$ cat config.mk
export PLATFORM = sky130hd
export DESIGN_NAME = adcct_ctrl
export DESIGN_NICKNAME = d
export VERILOG_FILES = /design/src/inc/adcct_pkg.sv /design/src/hw/adcct_ctrl.sv
export SDC_FILE = /design/constraint.sdc
export NUM_CORES = 1
export LEC_CHECK = 0
export BUFFER_PORTS_ARGS = -buffer_cell sky130_fd_sc_hd__buf_2
export CORE_MARGIN = 5
export CORE_UTILIZATION = 45
export CTS_BUF_LIST = sky130_fd_sc_hd__clkbuf_4
export DETAILED_ROUTE_END_ITERATION = 8
export PLACE_DENSITY = 0.71
export SLEW_MARGIN = 20
export SYNTH_ARGS = -nofsm -noshare
export SYNTH_HDL_FRONTEND = slang
export SYNTH_SLANG_ARGS = --single-unit
$ cat constraint.sdc
create_clock -name i_clk -period 1.29 [get_ports i_clk]
set_clock_uncertainty 0.2 [all_clocks]
set_input_delay 0.258 -clock i_clk [delete_from_list [all_inputs] [get_ports i_clk]]
set_output_delay 0.258 -clock i_clk [all_outputs]
set_load 0.03 [all_outputs]
$ cat src/inc/adcct_pkg.sv
// Purpose: Shared constants and types for the converter control block
// Assumes: 8-bit register port, 5-bit module offsets, 8 analog channels
// Notes:   Offsets are byte offsets within the converter module

package adcct_pkg;

	// Bus geometry
	localparam int ADCCT_AW = 5;
	localparam int ADCCT_DW = 8;
	localparam int ADCCT_NCH = 8;
	localparam int ADCCT_CHW = 3;
	localparam int ADCCT_TRIG_CH = 7;
	localparam int ADCCT_SYNC_LEN = 3;

	// Register offsets
	localparam logic [ADCCT_AW-1:0] ADCCT_OFS_RSV_A = 5'h00;
	localparam logic [ADCCT_AW-1:0] ADCCT_OFS_RSV_B = 5'h01;
	localparam logic [ADCCT_AW-1:0] ADCCT_OFS_CTRL  = 5'h02;

	// Control field positions
	localparam int ADCCT_BIT_PWR  = 7;
	localparam int ADCCT_BIT_FFC  = 6;
	localparam int ADCCT_BIT_WPD  = 5;
	localparam int ADCCT_BIT_TLS  = 4;
	localparam int ADCCT_BIT_TPOL = 3;
	localparam int ADCCT_BIT_TEN  = 2;
	localparam int ADCCT_BIT_IEN  = 1;
	localparam int ADCCT_BIT_IFLG = 0;

	// Values after reset
	localparam logic [ADCCT_DW-1:0] ADCCT_CTRL_RST = 8'h00;
	localparam logic [ADCCT_DW-1:0] ADCCT_RSV_RST  = 8'h00;
	localparam logic [ADCCT_DW-1:0] ADCCT_RD_ZERO  = 8'h00;
	localparam logic [ADCCT_NCH-1:0] ADCCT_CH_RST  = 8'h00;
	localparam logic [ADCCT_SYNC_LEN-1:0] ADCCT_SYNC_RST = 3'h0;

	// Trigger sensitivity, {level select, polarity}
	typedef enum logic [1:0] {
		ADCCT_TRIG_FALL = 2'b00,
		ADCCT_TRIG_RISE = 2'b01,
		ADCCT_TRIG_LOW  = 2'b10,
		ADCCT_TRIG_HIGH = 2'b11
	} adcct_trig_mode_t;

	// Wait-mode power state
	typedef enum logic {
		ADCCT_WS_RUN  = 1'b0,
		ADCCT_WS_HALT = 1'b1
	} adcct_wstate_t;

	// Control register layout, bit 7 first
	typedef struct packed {
		logic pwr;
		logic ffc;
		logic wpd;
		logic tls;
		logic tpol;
		logic ten;
		logic ien;
		logic iflg;
	} adcct_ctrl_t;

	// Register port request
	typedef struct packed {
		logic                wr;
		logic                rd;
		logic [ADCCT_AW-1:0] addr;
		logic [ADCCT_DW-1:0] wdata;
	} adcct_bus_req_t;

	// Result register access from the result file
	typedef struct packed {
		logic                 access;
		logic [ADCCT_CHW-1:0] idx;
	} adcct_res_acc_t;

	// Whole state of the control block
	typedef struct packed {
		adcct_ctrl_t                ctrl;
		logic [ADCCT_DW-1:0]        test_a;
		logic [ADCCT_DW-1:0]        test_b;
		logic [ADCCT_DW-1:0]        rdata;
		logic                       abort;
		logic [ADCCT_NCH-1:0]       ccf;
		logic [ADCCT_NCH-1:0]       armed;
		logic [ADCCT_SYNC_LEN-1:0]  sync;
		logic                       trig_lvl;
		logic                       trig_fire;
		adcct_wstate_t              wstate;
		logic                       resume;
		logic                       discard;
		logic                       irq;
	} adcct_state_t;

endpackage

$ cat src/hw/adcct_ctrl.sv
// Purpose: Control register, trigger and flag-clear logic of the converter
// Assumes: Single 40 MHz clock; core and result file on the same clock
// Notes:   Analog core, sequencing and result storage sit outside
//
// Contract
// - Offsets 0x00 and 0x01 read zero and ignore writes in normal modes.
// - Any control register write aborts a running sequence, never starts one.
// - Bit 7 set powers the converter; clear powers it down.
// - Fast-clear off: flag clears on status read followed by result read.
// - Fast-clear on: any result access clears that result's flag.
// - Bit 5 set halts and powers down in wait mode; clear keeps running.
// - Leaving wait by interrupt resumes the halted conversion; discard its result.
// - Bits 4:3 select falling, rising, low level or high level trigger.
// - Bit 2 set makes channel 7 input the external trigger.
// - Bit 1 set requests an interrupt whenever sequence complete is set.
// - Bit 0 mirrors sequence complete while the interrupt enable is set.
// - Bit 0 reads zero with interrupt enable clear; writes to it ignored.
// - Special modes let reserved-location writes alter converter behaviour.
//
// Added by the designer: the strobed register port.

`timescale 1ns/10ps

module adcct_ctrl
	import adcct_pkg::*;
(
	// Clock and reset
	input  wire logic                  i_clk,
	input  wire logic                  i_rst_n,
	// Register port
	input  wire adcct_bus_req_t        i_bus,
	output logic [ADCCT_DW-1:0]        o_rdata,
	// System modes
	input  wire logic                  i_special_mode,
	input  wire logic                  i_wait_mode,
	input  wire logic                  i_wake_irq,
	// Converter core and result file
	input  wire logic                  i_seq_complete,
	input  wire logic [ADCCT_NCH-1:0]  i_ccf_set,
	input  wire logic                  i_status_read,
	input  wire adcct_res_acc_t        i_res,
	// Trigger pin, shared with channel 7
	input  wire logic                  i_trig_pin,
	// Control towards the core
	output adcct_ctrl_t                o_ctrl,
	output logic [ADCCT_DW-1:0]        o_test_a,
	output logic [ADCCT_DW-1:0]        o_test_b,
	output logic                       o_power_on,
	output logic                       o_halt,
	output logic                       o_seq_abort,
	output logic                       o_resume,
	output logic                       o_discard,
	output logic                       o_trig_fire,
	output logic                       o_trig_ch_void,
	// Flags and interrupt
	output logic [ADCCT_NCH-1:0]       o_ccf,
	output logic                       o_irq
);

	adcct_state_t                s_q;
	adcct_state_t                s_d;
	logic [ADCCT_NCH-1:0]        res_hit;
	logic [ADCCT_NCH-1:0]        ccf_clr;
	logic                        flag_view;
	logic                        sync_agree;
	logic                        lvl_next;
	logic                        edge_rise;
	logic                        edge_fall;
	logic                        trig_hit;
	logic                        running;
	adcct_trig_mode_t            trig_mode;

	generate
		if (ADCCT_TRIG_CH >= ADCCT_NCH) begin : g_chk_trig
			$error("Trigger channel outside channel range");
		end
		if ((1 << ADCCT_CHW) < ADCCT_NCH) begin : g_chk_idx
			$error("Result index too narrow for channel count");
		end
		if (ADCCT_SYNC_LEN != 3) begin : g_chk_sync
			$error("Trigger filter needs exactly three stages");
		end
	endgenerate

	// Per-channel flag clear decision
	generate
		for (genvar c = 0; c < ADCCT_NCH; c++) begin : g_ch
			assign res_hit[c] = i_res.access && (i_res.idx == ADCCT_CHW'(c));
			// Fast mode clears on any access, else needs a prior status read
			assign ccf_clr[c] = res_hit[c] &&
				(s_q.ctrl.ffc || s_q.armed[c]);
		end
	endgenerate

	// Bit 0 shows sequence complete only under the enable
	assign flag_view = s_q.ctrl.ien && i_seq_complete;

	// Filtered trigger level moves only when stages two and three agree
	assign sync_agree = (s_q.sync[1] == s_q.sync[2]);
	assign lvl_next   = sync_agree ? s_q.sync[2] : s_q.trig_lvl;
	assign edge_rise  = lvl_next && !s_q.trig_lvl;
	assign edge_fall  = !lvl_next && s_q.trig_lvl;

	assign running   = s_q.ctrl.pwr && (s_q.wstate == ADCCT_WS_RUN);
	assign trig_mode = adcct_trig_mode_t'({s_q.ctrl.tls, s_q.ctrl.tpol});

	always_comb begin
		trig_hit = 1'b0;
		case (trig_mode)
			ADCCT_TRIG_FALL: begin
				trig_hit = edge_fall;
			end
			ADCCT_TRIG_RISE: begin
				trig_hit = edge_rise;
			end
			ADCCT_TRIG_LOW: begin
				trig_hit = !lvl_next;
			end
			ADCCT_TRIG_HIGH: begin
				trig_hit = lvl_next;
			end
			default: begin
				trig_hit = 1'b0;
			end
		endcase
	end

	always_comb begin
		s_d = s_q;
		s_d.abort     = 1'b0;
		s_d.resume    = 1'b0;
		s_d.rdata     = ADCCT_RD_ZERO;

		// Register writes
		if (i_bus.wr) begin
			if (i_bus.addr == ADCCT_OFS_CTRL) begin
				s_d.ctrl      = adcct_ctrl_t'(i_bus.wdata);
				// Flag bit is a view only
				s_d.ctrl.iflg = 1'b0;
				// Abort pulse only; nothing here starts a sequence
				s_d.abort     = 1'b1;
			end else if (i_bus.addr == ADCCT_OFS_RSV_A) begin
				if (i_special_mode) begin
					s_d.test_a = i_bus.wdata;
				end
			end else if (i_bus.addr == ADCCT_OFS_RSV_B) begin
				if (i_special_mode) begin
					s_d.test_b = i_bus.wdata;
				end
			end
		end

		// Register reads, data in the following cycle
		if (i_bus.rd) begin
			if (i_bus.addr == ADCCT_OFS_CTRL) begin
				s_d.rdata = {s_q.ctrl[ADCCT_DW-1:1], flag_view};
			end else if (i_bus.addr == ADCCT_OFS_RSV_A) begin
				s_d.rdata = i_special_mode ? s_q.test_a : ADCCT_RD_ZERO;
			end else if (i_bus.addr == ADCCT_OFS_RSV_B) begin
				s_d.rdata = i_special_mode ? s_q.test_b : ADCCT_RD_ZERO;
			end else begin
				s_d.rdata = ADCCT_RD_ZERO;
			end
		end

		// Normal clear: status read arms set flags, result read disarms
		s_d.armed = (s_q.armed | ({ADCCT_NCH{i_status_read}} & s_q.ccf))
			& ~res_hit;
		// A new completion beats a clear in the same cycle
		s_d.ccf   = (s_q.ccf & ~ccf_clr) | i_ccf_set;
		s_d.armed = s_d.armed & ~i_ccf_set;

		// Three-stage pin filter
		s_d.sync     = {s_q.sync[1:0], i_trig_pin};
		s_d.trig_lvl = lvl_next;
		s_d.trig_fire = s_q.ctrl.ten && running && trig_hit;

		// Wait-mode power control
		case (s_q.wstate)
			ADCCT_WS_RUN: begin
				if (i_wait_mode && s_q.ctrl.wpd) begin
					s_d.wstate = ADCCT_WS_HALT;
				end
			end
			ADCCT_WS_HALT: begin
				if (!i_wait_mode) begin
					s_d.wstate = ADCCT_WS_RUN;
					if (i_wake_irq) begin
						s_d.resume  = 1'b1;
						s_d.discard = 1'b1;
					end
				end else if (!s_q.ctrl.wpd) begin
					s_d.wstate = ADCCT_WS_RUN;
				end
			end
			default: begin
				s_d.wstate = ADCCT_WS_RUN;
			end
		endcase

		// Discard marker lasts until the resumed conversion lands or a sequence abort
		if (s_q.discard && ((|i_ccf_set) || s_q.abort)) begin
			s_d.discard = 1'b0;
		end

		// Registered interrupt request
		s_d.irq = flag_view;
	end

	always_ff @(posedge i_clk or negedge i_rst_n) begin
		if (!i_rst_n) begin
			s_q.ctrl      <= adcct_ctrl_t'(ADCCT_CTRL_RST);
			s_q.test_a    <= ADCCT_RSV_RST;
			s_q.test_b    <= ADCCT_RSV_RST;
			s_q.rdata     <= ADCCT_RD_ZERO;
			s_q.abort     <= 1'b0;
			s_q.ccf       <= ADCCT_CH_RST;
			s_q.armed     <= ADCCT_CH_RST;
			s_q.sync      <= ADCCT_SYNC_RST;
			s_q.trig_lvl  <= 1'b0;
			s_q.trig_fire <= 1'b0;
			s_q.wstate    <= ADCCT_WS_RUN;
			s_q.resume    <= 1'b0;
			s_q.discard   <= 1'b0;
			s_q.irq       <= 1'b0;
		end else begin
			s_q <= s_d;
		end
	end

	// Outputs
	assign o_rdata        = s_q.rdata;
	assign o_ctrl         = s_q.ctrl;
	assign o_test_a       = s_q.test_a;
	assign o_test_b       = s_q.test_b;
	assign o_power_on     = running;
	assign o_halt         = (s_q.wstate == ADCCT_WS_HALT);
	assign o_seq_abort    = s_q.abort;
	assign o_resume       = s_q.resume;
	assign o_discard      = s_q.discard;
	assign o_trig_fire    = s_q.trig_fire;
	// Channel 7 results are void while it serves as trigger
	assign o_trig_ch_void = s_q.ctrl.ten;
	assign o_ccf          = s_q.ccf;
	assign o_irq          = s_q.irq;

endmodule

* Word level (Yosys, flattened, before mapping)
Cells that the tools add are included.
Cells by class: equality and inequality tests 14, reduce and logical (&&, ||, !) cells 45, mux-type cells 18, bitwise logic cells 12, $add $sub $neg 0, shifts and indexed selects 0, magnitude comparators 0, $mul 0, divide/modulo/power cells 0
Operator list (count):
- 8-bit 2-to-1 mux | 6
- 8-bit AND | 4
- 1-bit logical AND | 24
- 8-bit inverter | 3
- 8-bit bitwise OR | 2
- 3-bit == test (second input constant) | 4
- 1-bit logical OR | 9
- 8-bit OR reduction | 1
- 1-bit 2-to-1 mux | 7
- 3-bit by 2-bit == test with 1-bit output (second input constant) | 2
- 2-bit 2-to-1 mux | 3
- 5-bit by 1-bit == test with 1-bit output (second input constant) | 1
- 5-bit by 2-bit == test with 1-bit output (second input constant) | 1
- 5-bit zero test | 1
- 5-bit AND reduction | 1
- 2-bit == test (second input constant) | 2
- 1-bit one-hot mux with 4 select lines | 1
- 4-bit AND reduction | 1
- 2-bit nonzero test | 2
- 3-bit by 1-bit == test with 1-bit output (second input constant) | 1
- 3-bit zero test | 1
- 1-bit inverter | 3
- 3-bit AND reduction | 1
- 2-bit by 1-bit == test with 1-bit output (second input constant) | 1
- other kinds (6) | 7
Word-level totals: bits in read-only memories 0, output and inout port bits 48, register bits 57, logic and storage cells 109, bits of input ports 35, memory bits (writable) 0, memories 0, latch bits 0

* Logic depth before layout (Yosys ltp)
depth in word-level cells 6, depth in mapped cells 5, mapped depth without buffers 3

* Least setup slack after synthesis
No wires, ideal clock.
path kind input to register, start point in i_bus[12] (netlist bit), end point reg s_q, in the netlist o_test_a[0], slack -0.679 ns, data arrival time 1.645 ns, path buffers 1, setup time 0.125 ns, stages 4, required time 0.965 ns, cells stage by stage or4_1 buf_6 nor4_4 mux2_2
On the way: longest elaborated chain between the ends 3, elaborated cells on any way between the ends 4, classes of those cells 1 x eq/ne; 1 x bitwise; 2 x reduce/logical
Ends and longest elaborated chain:
- from (decl) | RTL line adcct_ctrl.sv:31 | input wire adcct_bus_req_t i_bus,
- 5-bit by 2-bit == test with 1-bit output | RTL line adcct_ctrl.sv:136 | if (i_bus.addr == ADCCT_OFS_CTRL) begin
- 1-bit inverter (no line)
- 4-bit AND reduction (no line) (*)
- to (decl) | RTL line adcct_ctrl.sv:60 | adcct_state_t s_q;
Mark *: on every way between the ends. The rest lies on a longest branch, timed or not. A chain may end at the register's enable or synchronous reset.

* Worst setup path after layout
start point reg s_q, in the netlist o_halt, end point out o_halt
RTL lines:
- to (decl) | RTL line adcct_ctrl.sv:49 | output logic o_halt,
No word-level cell between the ends.

==> flow_summary.yaml <==
logic_synthesis:
  post_synth_and_or_nand_nor_area_fraction_pct: 9.71
  ys_ff_latch: 57
  synthCells: 236
  yosysSeqAreaShare_pct: 52.5
  synthXorXnorAreaFrac_pct: 0
  netlist-cell-type-count: 37
  multiplexer_fraction_of_the_synthesized_cell_area_pct: 9.89
  synth_area_um2: 2720
  syn_area_per_cell_um2: 11.5
  synth.top_cell.area_share_pct: 52.5
  largest_family_of_logic_cells_by_synthesized_area: "buffers and inverters"
  synth-compound-area-share_pct: 13.6
  synth_fp_nets: 271
  synthDominantAreaCellType: "dfrtp_1"
  yosys-top-cells-area: "dfrtp_1 (52%), buf_4 (11%), mux2_2 (9.5%)"
  ys.warnings.count: 0
  synth_adder_area_share_pct: 0
detailed_routing:
  drt_pre_antenna_iters: 4
  route.detailed.drc: 0
  dr.first_iter.drc_count: 57
  detail_route.wl_per_cell_um: 16.9
  dr_total_vias: 2278
  drt-vias-per-instance: 5.11
  postRouteAntennaNets: 0
  drt-total-wl_um: 7560
timing:
  shortest_period_the_worst_path_allows_ns: 1.54
  period_utilization_pct: 119
  finalSetupViolations: 70
  setup_repair_after_global_routing_missed_its_margin: "yes"
  timing.setup.tns_ns: -8.08
  setup_ws_ns: -0.246
  final-hold-violation-count: 0
  timing_max_transition_violations_final: 0
  maxClockFrequency_mhz: 651
final_layout:
  num-nets-final: 401
  fillerInstances: 385
  insertedDiodeCount: 0
  area_growth_syn_to_layout_pct: 56.4
  final_layout_size_suffix_gt1_share_pct: 56.1
floorplanning:
  floorplan.io_pins: 83
  area_of_the_core_um2: 5890
  die_height_um: 87.7
  core.rowCount: 28
  die-width_um: 87.7
  fp.dieArea_um2: 7700
  initial_core_util_pct: 46.2
worst_setup_path:
  r2r_start: "o_ctrl[3]$_DFFE_PN0P_"
  worstSetupPathType: "register to output pin"
  required_ns: 0.83
  timing.critical_path.to_type: "output pin"
  worst_path_max_delay_cell: "dfrtp_1"
  setup.worst_path.start: "o_halt$_DFF_PN0_"
  worst-endpoint-arrival_ns: 1.08
  crit_path_cell_trace: "buf_4, buf_6"
  crit_fanout: 2
  critical_path.startpoint_type: "register"
  critical-path-max-stage-delay_ns: 0.42
pwr:
  switching_power_mw: 1.48
  switching_share_of_power_pct: 32.0
  sequentialPowerShare_pct: 44.9
  vdd.ir_drop.worst_uv: 847
  cellPowerDensity_nw_per_um2: 1090
  clock_power_share_pct: 22.6
  p_int_mw: 3.14
  power.static_leakage_nw: 2.09
  share_comb_of_total_power_pct: 32.4
grt:
  grt_first_pass_wirelength_um: 11800
  grt_start_max_net_pins: 58
  number_of_global_route_vias_before_repair: 2399
  gr-total-overflow: 0
  initial_antenna_violation_count: 0
  gr-usage-all-layers_pct: 20.3
run_status:
  violations: "setup timing"
  run_status: "complete, but fails checks"
clocking:
  cts_made_buffers: 9
  htree_num_levels: 3
  clockBufferDepth: 2
  numClockSinks: 57
  tritoncts: "built"
  clkSlewWorstSetupHoldPaths_ns: 0.10
  clockRootBuffer: "clkbuf_4"
  worst_skew_pair.late_latency_ns: 0.39
place:
  placement.setup.worst_slack_ns: -0.683
  gp_congestion: 0.820
  io_buffers: 81
  placed_wire_length_estimate_um: 4510
hold_path:
  hold_path_class: "input pin to register"
  hold_path_startpoint: "i_status_read"
run:
  maxCapViolations: 0
-- metrics by stage --
stage               util (%)  hold slack (ns)  area, um2  power, mW  instances
floorplan                  -           -0.238       2800       2.83        236
global placement        53.3           0.0828       3140       3.04        368
detailed placement      53.3           0.0834       3140       3.06        368
CTS                     69.5          0.00871       4090       4.57        439
global route            72.2           0.0271       4250       4.85        446
finish                  72.2           0.0513       4250       4.62        446
-- flip-flops by register name, indices dropped and copies added, names as in the netlist --
signal and count:
o_ctrl 6, o_rdata 8, s_q 10, o_trig_fire 1, o_discard 1, s_d 2, o_ccf 8, o_trig_ch_void 1
o_test_a 8, o_seq_abort 1, o_resume 1, o_irq 1, o_halt 1, o_test_b 8
-- layer usage --
layer	GRT usage, %	vias to the layer above	wire, um
li1	-	1069	-
met1	25.0	1121	3160
met2	34.5	78	3880
met3	4.14	10	434
met4	8.65	0	89
met5	0	-	0
-- critical path: cells and delay by family, from the launching register on --
kind / cells / cell delay (ns)
flip-flops: 1 / 0.42
buffers and inverters: 2 / 0.28
-- cells in the mapped netlist --
cell,n
nand2_1,3
o32ai_1,8
or4_1,1
nand2b_1,3
nor2_1,5
and4b_1,3
nand3b_1,1
inv_1,11
or3_1,2
mux2_2,23
clkbuf_1,5
buf_4,40
mux2i_1,1
buf_1,1
and2_1,2
a21o_1,8
and3_1,1
and4_1,1
nor4bb_1,2
o211ai_1,1
a21oi_1,18
dfrtp_1,57
buf_2,2
nor4_4,1
nand4_1,1
nor2b_1,1
o21ai_0,7
buf_6,1
nor3_1,10
o2111a_1,1
o41ai_1,1
nor4b_1,1
nand3_1,1
o31ai_1,1
conb_1,1
nor4_1,2
o211a_1,8
-- final cells by class --
cell class / count / area, um2 / share of cell area [%]
inverters: 11 / 41.3 / 0.971
clock buffers: 11 / 82.6 / 1.94
well taps: 75 / 93.8 / 2.21
repair buffers: 168 / 1490 / 35.0
flip-flops and latches: 57 / 1430 / 33.6
multi-input cells: 119 / 1090 / 25.7
clock inverters: 5 / 22.5 / 0.530
-- logic make-up (layout without fill, tap and decap cells) --
| logic type | after synthesis | after routing |
|---|---|---|
| multiplexers | 24 | 24 |
| flip-flops | 57 | 57 |
| AO/OA/AOI/OAI | 53 | 53 |
| buffers and inverters | 60 | 195 |
| other | 1 | 1 |
| AND/OR/NAND/NOR | 41 | 41 |
-- what timing repair did --
item / 4_1_cts / 5_1_grt
hold buffers: 22 / 0
hold endpoints to repair: 108 / 0
pin swaps: 7 / 11
endpoints found under the setup margin: 71 / 80
gates resized for setup: 116 / 24
setup buffers: 33 / 12
-- final timing paths --
| kind | end | slack [ns] | depth (start not counted) |
|---|---|---|---|
| worst max-delay path | o_halt | -0.25 | 2 |
| worst min-delay path | s_q[12]$_DFF_PN0_ | 0.05 | 3 |
| worst max register to register | o_trig_fire$_DFF_PN0_ | 0.02 | 3 |
| worst min register to register | s_d[8]$_DFF_PN0_ | 0.15 | 0 |
| max in group asynchronous | o_ctrl[4]$_DFFE_PN0P_ | 0.40 | 3 |
| min in group asynchronous | o_ccf[3]$_DFF_PN0_ | 0.20 | 3 |
-- cell usage in the layout (no fill, tap or decap), drive strengths merged --
cell type	instances
and2	2
nor4b	1
o32ai	8
o211ai	1
o21ai	7
clkinv	5
dfrtp	57
o2111a	1
o41ai	1
clkbuf	11
dlygate4sd3	22
mux2i	1
nand2	3
nor4bb	2
or3	2
mux2	23
nor4	3
and4b	3
nand2b	3
a21oi	18
o31ai	1
nor3	10
and3	1
inv	11
conb	1
o211a	8
nor2b	1
a21o	8
nand3	1
buf	146
nand3b	1
nor2	5
and4	1
or4	1
nand4	1
-- power by group through the flow --
| stage | Sequential (mW) | Clock, mW | Combinational, mW |
|---|---|---|---|
| 4_1_cts | 2.07 | 1.08 | 1.42 |
| 5_1_grt | 2.10 | 1.16 | 1.59 |
| 2_1_floorplan | 2.11 | 0 | 0.718 |
| 3_5_place_dp | 2.13 | 0 | 0.932 |
| 3_3_place_gp | 2.12 | 0 | 0.915 |
| 6_report | 2.08 | 1.05 | 1.50 |
Power figures use the tool's default switching activity.
